--- src/logic/wsg_pkg.sv ---
package wsg_pkg;

    // ----------------------------------------------------------------
    // timing
    // ----------------------------------------------------------------
    localparam int SYS_CLK_PERIOD_NS = 40;
    localparam int MAX_STOP_NS = 1000;
    // longest time: rounds down
    localparam int MAX_STOP_CYC_I = MAX_STOP_NS / SYS_CLK_PERIOD_NS;
    localparam logic [5:0] MAX_STOP_CYC = 6'(MAX_STOP_CYC_I);
    localparam logic [5:0] STOP_CNT_ZERO = 6'h00;
    localparam logic [5:0] STOP_CNT_ONE = 6'h01;

    // ----------------------------------------------------------------
    // phase counter of the 4x oscillator
    // ----------------------------------------------------------------
    localparam logic [1:0] PHASE_ALIGN = 2'h0;
    localparam logic [1:0] PHASE_ONE = 2'h1;

    // ----------------------------------------------------------------
    // processor side access description
    // ----------------------------------------------------------------
    typedef enum logic [2:0] {
        WSG_SZ_BYTE = 3'h0,
        WSG_SZ_SHORT = 3'h1,
        WSG_SZ_WORD = 3'h2,
        WSG_SZ_LONG = 3'h3,
        WSG_SZ_TRIPLE = 3'h4,
        WSG_SZ_QUAD = 3'h5
    } wsg_size_e;

    localparam logic [1:0] LANES_NONE_N = 2'h3;
    localparam logic [1:0] LANES_BOTH_N = 2'h0;
    localparam logic [1:0] LANES_LOW_N = 2'h2;
    localparam logic [1:0] LANES_HIGH_N = 2'h1;
    localparam logic [3:0] XFER_ONE = 4'h1;
    localparam logic [3:0] WS_ZERO = 4'h0;
    localparam logic [3:0] WS_ONE = 4'h1;

    // 16-bit data path: transfers per access, one extra if misaligned, except for a byte
    function automatic logic [3:0] wsg_xfers(input wsg_size_e sz,
                                             input logic mis);
        logic [3:0] n;
        n = 4'h1;
        unique case (sz)
            WSG_SZ_BYTE: n = 4'h1;
            WSG_SZ_SHORT: n = 4'h1;
            WSG_SZ_WORD: n = 4'h2;
            WSG_SZ_LONG: n = 4'h4;
            WSG_SZ_TRIPLE: n = 4'h6;
            WSG_SZ_QUAD: n = 4'h8;
            default: n = 4'h1;
        endcase
        if (mis && sz != WSG_SZ_BYTE) begin
            n = n + 4'h1;
        end
        return n;
    endfunction

endpackage

--- src/logic/wsg_bus_if.sv ---
`timescale 1ns/1ps
`default_nettype none
interface wsg_bus_if;
    logic clk2x;
    logic clk1x;
    logic ready_n;
    logic [1:0] byte_lane_select_n;
    logic bus_active;
    logic wait_state_cycle;

    modport gate (
        output clk2x,
        output clk1x,
        output ready_n
    );

    modport proc (
        input clk2x,
        input ready_n,
        output byte_lane_select_n,
        output bus_active,
        output wait_state_cycle
    );
endinterface
`default_nettype wire

--- src/logic/wsg_gate_end.sv ---
`timescale 1ns/1ps
`default_nettype none
// ----------------------------------------------------------------
// clock gating end: stretches bus cycles by stopping the 2x clock
// ----------------------------------------------------------------
module wsg_gate_end (
    // clock and reset (sys_clk is the 4x oscillator)
    input wire logic sys_clk,
    input wire logic resetn,
    // processor side
    wsg_bus_if.gate bus,
    // system wait logic
    input wire logic wait_req,
    // status
    output logic clk_held_r,
    output logic stretch_overrun_r,
    output logic [5:0] last_stretch_r
);

    // ----------------------------------------------------------------
    // gate states
    // ----------------------------------------------------------------
    typedef enum logic [1:0] {
        G_RUN = 2'b00,
        G_HELD = 2'b01,
        G_RESYNC = 2'b10,
        G_FORCED = 2'b11
    } wsg_gate_e;

    wsg_gate_e state_r;
    wsg_gate_e state_nxt;
    logic [1:0] phase_r;
    logic [1:0] phase_nxt;
    logic wait_meta_r;
    logic wait_sync_r;
    logic free2x_nxt;
    logic free1x_nxt;
    logic rise2x_nxt;
    logic align_nxt;
    logic open_nxt;
    logic limit_hit;
    logic [5:0] stop_cnt_r;
    logic clk2x_r;
    logic clk1x_r;
    logic ready_n_r;

    // ----------------------------------------------------------------
    // phase source
    // ----------------------------------------------------------------
    wsg_phase_div u_div (
        .sys_clk(sys_clk),
        .resetn(resetn),
        .phase_r(phase_r),
        .phase_nxt(phase_nxt)
    );

    // 2x toggles every 4x edge, 1x every second one
    always_comb begin
        free2x_nxt = ~phase_nxt[0];
        free1x_nxt = ~phase_nxt[1];
        rise2x_nxt = free2x_nxt;
        align_nxt = (phase_nxt == wsg_pkg::PHASE_ALIGN);
    end

    // ----------------------------------------------------------------
    // wait request synchroniser
    // ----------------------------------------------------------------
    // the request comes from board logic on unrelated timing
    always_ff @(posedge sys_clk or negedge resetn) begin
        if (!resetn) begin
            wait_meta_r <= 1'b0;
            wait_sync_r <= 1'b0;
        end else begin
            wait_meta_r <= wait_req;
            wait_sync_r <= wait_meta_r;
        end
    end

    // ----------------------------------------------------------------
    // stop length limit
    // ----------------------------------------------------------------
    // dynamic storage in the processor decays; the limit wins over
    // the request and the clock runs again until the request drops
    always_comb begin
        limit_hit = (stop_cnt_r >= wsg_pkg::MAX_STOP_CYC - 6'h01);
    end

    always_ff @(posedge sys_clk or negedge resetn) begin
        if (!resetn) begin
            stop_cnt_r <= wsg_pkg::STOP_CNT_ZERO;
        end else if (state_r == G_HELD || state_r == G_RESYNC) begin
            stop_cnt_r <= stop_cnt_r + wsg_pkg::STOP_CNT_ONE;
        end else begin
            stop_cnt_r <= wsg_pkg::STOP_CNT_ZERO;
        end
    end

    // ----------------------------------------------------------------
    // gate state machine
    // ----------------------------------------------------------------
    always_comb begin
        state_nxt = state_r;
        unique case (state_r)
            G_RUN: begin
                // close only where the 2x clock would rise
                if (wait_sync_r && rise2x_nxt) begin
                    state_nxt = G_HELD;
                end
            end
            G_HELD: begin
                if (!wait_sync_r || limit_hit) begin
                    state_nxt = G_RESYNC;
                end
            end
            G_RESYNC: begin
                // reopen only on the shared rising edge of 1x and 2x
                if (align_nxt) begin
                    if (wait_sync_r) begin
                        state_nxt = G_FORCED;
                    end else begin
                        state_nxt = G_RUN;
                    end
                end
            end
            G_FORCED: begin
                if (!wait_sync_r) begin
                    state_nxt = G_RUN;
                end
            end
        endcase
    end

    always_ff @(posedge sys_clk or negedge resetn) begin
        if (!resetn) begin
            state_r <= G_RUN;
        end else begin
            state_r <= state_nxt;
        end
    end

    // ----------------------------------------------------------------
    // clock outputs
    // ----------------------------------------------------------------
    always_comb begin
        open_nxt = (state_nxt == G_RUN) || (state_nxt == G_FORCED);
    end

    // held low while stopped: the last low phase only grows longer,
    // so the processor never sees a short pulse
    always_ff @(posedge sys_clk or negedge resetn) begin
        if (!resetn) begin
            clk2x_r <= 1'b0;
            clk1x_r <= 1'b0;
        end else begin
            clk2x_r <= open_nxt ? free2x_nxt : 1'b0;
            clk1x_r <= free1x_nxt;
        end
    end

    // completion input tied active; waits come from the gate only
    always_ff @(posedge sys_clk or negedge resetn) begin
        if (!resetn) begin
            ready_n_r <= 1'b0;
        end else begin
            ready_n_r <= 1'b0;
        end
    end

    assign bus.clk2x = clk2x_r;
    assign bus.clk1x = clk1x_r;
    assign bus.ready_n = ready_n_r;

    // ----------------------------------------------------------------
    // status
    // ----------------------------------------------------------------
    always_ff @(posedge sys_clk or negedge resetn) begin
        if (!resetn) begin
            clk_held_r <= 1'b0;
        end else begin
            clk_held_r <= !open_nxt;
        end
    end

    // one-cycle pulse when the limit forced a reopen
    always_ff @(posedge sys_clk or negedge resetn) begin
        if (!resetn) begin
            stretch_overrun_r <= 1'b0;
        end else begin
            stretch_overrun_r <= (state_r == G_RESYNC)
                && (state_nxt == G_FORCED);
        end
    end

    // length of the most recent stop in 4x cycles
    always_ff @(posedge sys_clk or negedge resetn) begin
        if (!resetn) begin
            last_stretch_r <= wsg_pkg::STOP_CNT_ZERO;
        end else if (state_r == G_RESYNC && state_nxt != G_RESYNC) begin
            last_stretch_r <= stop_cnt_r + wsg_pkg::STOP_CNT_ONE;
        end
    end

endmodule // wsg_gate_end
`default_nettype wire

--- src/logic/wsg_phase_div.sv ---
`timescale 1ns/1ps
`default_nettype none
// ----------------------------------------------------------------
// free running phase of the 4x oscillator
// ----------------------------------------------------------------
module wsg_phase_div (
    // clock and reset
    input wire logic sys_clk,
    input wire logic resetn,
    // phase
    output logic [1:0] phase_r,
    output logic [1:0] phase_nxt
);
    // system clocks never stop, so this counter never holds
    always_comb begin
        phase_nxt = phase_r + wsg_pkg::PHASE_ONE;
    end

    always_ff @(posedge sys_clk or negedge resetn) begin
        if (!resetn) begin
            // one step before the shared rise: no short 1x pulse at start
            phase_r <= wsg_pkg::PHASE_ALIGN - wsg_pkg::PHASE_ONE;
        end else begin
            phase_r <= phase_nxt;
        end
    end
endmodule // wsg_phase_div
`default_nettype wire

--- src/flat_wrapper.sv ---
// flat-port wrapper written by rule: the top's interface ports become plain ports
module wsg_gate_end_flat 
  (sys_clk, resetn, wait_req, clk_held_r, stretch_overrun_r, last_stretch_r, bus_clk2x, bus_clk1x, bus_ready_n);
  wsg_bus_if bus_i ();
  input wire logic sys_clk;
  input wire logic resetn;
  input wire logic wait_req;
  output logic clk_held_r;
  output logic stretch_overrun_r;
  output logic [5:0] last_stretch_r;
  output wire logic [$bits(bus_i.clk2x)-1:0] bus_clk2x;
  output wire logic [$bits(bus_i.clk1x)-1:0] bus_clk1x;
  output wire logic [$bits(bus_i.ready_n)-1:0] bus_ready_n;
  assign bus_clk2x = bus_i.clk2x;
  assign bus_clk1x = bus_i.clk1x;
  assign bus_ready_n = bus_i.ready_n;
  wsg_gate_end u_core (.sys_clk(sys_clk), .resetn(resetn), .bus(bus_i), .wait_req(wait_req), .clk_held_r(clk_held_r), .stretch_overrun_r(stretch_overrun_r), .last_stretch_r(last_stretch_r));
endmodule
--- config.mk ---
export PLATFORM = sky130hd
export DESIGN_NAME = wsg_gate_end_flat
export DESIGN_NICKNAME = d
export VERILOG_FILES = /design/src/logic/wsg_pkg.sv /design/src/logic/wsg_bus_if.sv /design/src/logic/wsg_gate_end.sv /design/src/logic/wsg_phase_div.sv /design/src/flat_wrapper.sv
export SDC_FILE = /design/constraint.sdc
export NUM_CORES = 1
export LEC_CHECK = 0
export BUFFER_PORTS_ARGS = -buffer_cell sky130_fd_sc_hd__clkbuf_2
export CAP_MARGIN = 30
export CORE_MARGIN = 1
export CORE_UTILIZATION = 25
export DETAILED_ROUTE_END_ITERATION = 7
export PLACE_DENSITY = 0.43
export SKIP_CTS_REPAIR_TIMING = 1
export SLEW_MARGIN = 20
export SYNTH_ARGS = -nofsm -noshare
export SYNTH_HDL_FRONTEND = slang
export SYNTH_SLANG_ARGS = --single-unit
--- constraint.sdc ---
create_clock -name sys_clk -period 5.6 [get_ports sys_clk]
set_input_delay 0.84 -clock sys_clk [delete_from_list [all_inputs] [get_ports sys_clk]]
set_output_delay 0.84 -clock sys_clk [all_outputs]
set_load 0.005 [all_outputs]
==> impl_metrics.env <==
export IMPL_grt_pass1_vias=644
export IMPL_diodes=0
export IMPL_core_area_um2=3720
export IMPL_final_nets=115
export IMPL_layout_drive_gt1_share_pct=18.6
export IMPL_insertion_delay_ns=0.27
export IMPL_fillers=411
export IMPL_synth_common_cells="20 x dfrtp_1, 11 x nand2_1, 9 x ha_1"
export IMPL_place_gp_congestion=0.772
export IMPL_synth_largest_area_cell="dfrtp_1"
export IMPL_overflow=0
export IMPL_grt_max_degree=23
export IMPL_setup_tns_ns=0
export IMPL_drtAntennaViolNets=0
export IMPL_peakVddDrop_uv=170
export IMPL_fin_crit_sh_pct=40.3
export IMPL_area_delta_synth_final_pct=18.7
export IMPL_max_slew_margin_pct=63.3
export IMPL_whs_endpoint="u_core.wait_sync_r"
export IMPL_initial_core_util_pct=26.5
export IMPL_portBuffers=12
export IMPL_drt_wl_total_mm=1.83
export IMPL_reg2reg_to="u_core.last_stretch_r[0]"
export IMPL_antenna_found_initial=0
export IMPL_yosys_area_top_type_share_pct=50.9
export IMPL_worstHoldStart="u_core.wait_meta_r"
export IMPL_rows=22
export IMPL_setup_violations=0
export IMPL_wl_per_cell_um=12.2
export IMPL_reg2reg_from="u_core.state_r[0]"
export IMPL_async_flop_share_pct=100
export IMPL_placed_cell_area_um2=1100
export IMPL_whs_path_depth=0
export IMPL_drt_iter0_drc=7
export IMPL_ff_latch_area_um2=553
export IMPL_cp_max_fo=8
export IMPL_grt_pass1_wl_mm=3.16
export IMPL_status="complete, no violations"
export IMPL_rsz0062_at_grt="false"
export IMPL_route_detailed_drc=0
export IMPL_hpwlAfterDp_mm=1.33
export IMPL_cts_reportedPaths_clkPinSlew_ns=0.09
export IMPL_worstMarginPinSlew_ns=0.551
export IMPL_synthesis_area_um2=983
export IMPL_grt_usage_pct=10.1
export IMPL_synth_seq_cells=22
export IMPL_cts_root_buffer="clkbuf_8"
export IMPL_powerDensity_nw_per_um2=454
export IMPL_via_per_inst=4.28
export IMPL_clock_skew_ns=0.00698
export IMPL_min_period_ns=2.26
export IMPL_cts_sinks=22
export IMPL_cts_made_buffers=3
export IMPL_stdcell_area_um2=1170
export IMPL_multiInputGateArea_um2=397
export IMPL_num_vias=642
export IMPL_ys_flop_type="dfrtp_1"
export IMPL_drv_slew=0
export IMPL_die_h_um=64.7
export IMPL_fmax_mhz=443
export IMPL_end_kind="flip-flop"
export IMPL_synth_area_per_cell_um2=11.3
export IMPL_tritoncts="done"
export IMPL_die_w_um=64.7
export IMPL_drtPass1Iterations=2
export IMPL_synth_edf_count=0
export IMPL_hold_viol=0
export IMPL_r2r_setup_slack_ns=3.34
export IMPL_synth_seq_area_share_pct=56.2
export IMPL_synth_cell_types=26
export IMPL_r2r_cells=8
export IMPL_synth_top_cells_by_area="dfrtp_1 51%, ha_1 11%, dfstp_2 5.3%, nand2_1 4.2%, nor2b_1 3.2%"
export IMPL_crit_type="flip-flop to flip-flop"
export IMPL_clockBufferDepth=2
export IMPL_worstPathRequired_ns=5.75
export IMPL_leakage_nw=0.576
export IMPL_cap_violations=0
export IMPL_die_area_um2=4190
export IMPL_ios=14
export IMPL_syn_instance_count=87
export IMPL_hp_class="flip-flop to flip-flop"
export IMPL_yosysWarningCount=0
export IMPL_crit_arrival_ns=2.41
export IMPL_htree_levels=1
export IMPL_cp_start_kind="flip-flop"
export IMPL_synth_nets=99
export IMPL_yosysMostFrequentCell="dfrtp_1"
## registers in the layout, indices dropped and copies added (netlist names)
| register | count |
|---|---|
| u_core.stretch_overrun_r | 1 |
| u_core.bus.clk1x | 1 |
| u_core.last_stretch_r | 6 |
| u_core.wait_sync_r | 1 |
| u_core.bus.clk2x | 1 |
| u_core.u_div.phase_r | 2 |
| u_core.state_r | 2 |
| u_core.wait_meta_r | 1 |
| u_core.clk_held_r | 1 |
| u_core.stop_cnt_r | 6 |
## how the worst max path moves through the flow
stage               depth (start not counted)                       end  slack, ns               from
floorplan                                   8  u_core.last_stretch_r[3]       3.62  u_core.state_r[0]
global placement                            8  u_core.last_stretch_r[4]       3.43  u_core.state_r[0]
detailed placement                          8  u_core.last_stretch_r[0]       3.39  u_core.state_r[0]
CTS                                         8  u_core.last_stretch_r[0]       3.36  u_core.state_r[0]
global route                                8  u_core.last_stretch_r[3]       3.08  u_core.state_r[0]
finish                                      8  u_core.last_stretch_r[0]       3.34  u_core.state_r[0]
## cell type report
class / instances / area share, %
timing repair buffer: 12 / 5.14
tap: 48 / 5.14
sequential: 22 / 47.4
multi-input combinational: 57 / 34.0
clock buffer: 3 / 3.54
inverter: 7 / 2.25
clock inverter: 1 / 2.57
## metrics by stage
step                      setup slack, ns  utilization (%)  hold slack, ns  total power [mW]  std cells
after global routing                 3.08             31.4           0.361             0.569        150
after CTS                            3.36             31.4           0.356             0.536        150
final                                3.34             31.4           0.353             0.530        150
after floorplan                      3.62                -           0.331             0.324         87
after detailed placement             3.39             29.5           0.337             0.383        146
after global placement               3.43             29.5           0.333             0.383        146
## logic make-up (layout without fill, tap and decap cells)
group                      after synthesis  count (layout)  share of synthesized area [%]
xor gates and xnor gates                 3               3                           2.67
buffers and inverters                    8              23                           3.44
other                                    1               1                          0.381
AOI/OAI and AO/OA                       14              14                           10.1
adders and majority gates                9               9                           11.5
and+or+nand+nor                         30              30                           15.8
DFF                                     22              22                           56.2
## worst max-delay path: stages, from the launching register on
cell,delay [ns]
dfrtp_1,0.45
inv_1,0.09
ha_1,0.25
o311ai_0,0.32
o221ai_1,0.27
ha_1,0.27
or2b_1,0.32
nand2_1,0.10
o21ai_0,0.07
## cells in the final DEF (no fill, tap or decap), types with 3 or more instances in the layout
| master | count |
|---|---|
| nor2b_1 | 5 |
| nand3_1 | 4 |
| nand2_1 | 11 |
| xor2_1 | 3 |
| and2_1 | 3 |
| ha_1 | 9 |
| inv_1 | 7 |
| dfrtp_1 | 20 |
| clkbuf_2 | 12 |
| clkbuf_8 | 3 |
| o21ai_0 | 5 |
## power by group
group	internal (mW)	leakage [nW]	switching, mW
registers	0.193	0.280	0.0267
clock network	0.0955	0.0357	0.0557
logic	0.0730	0.261	0.0861
## metal layers
metal / share of wire, % / wire [um] / GRT usage [%]
met1: 49 / 901 / 13.6
met2: 46 / 838 / 15.2
met3: 3.2 / 58 / 2.64
met4: 1.8 / 33 / 4.17
met5: 0 / 0 / 0
No activity file was read; power rests on OpenSTA's default activity.
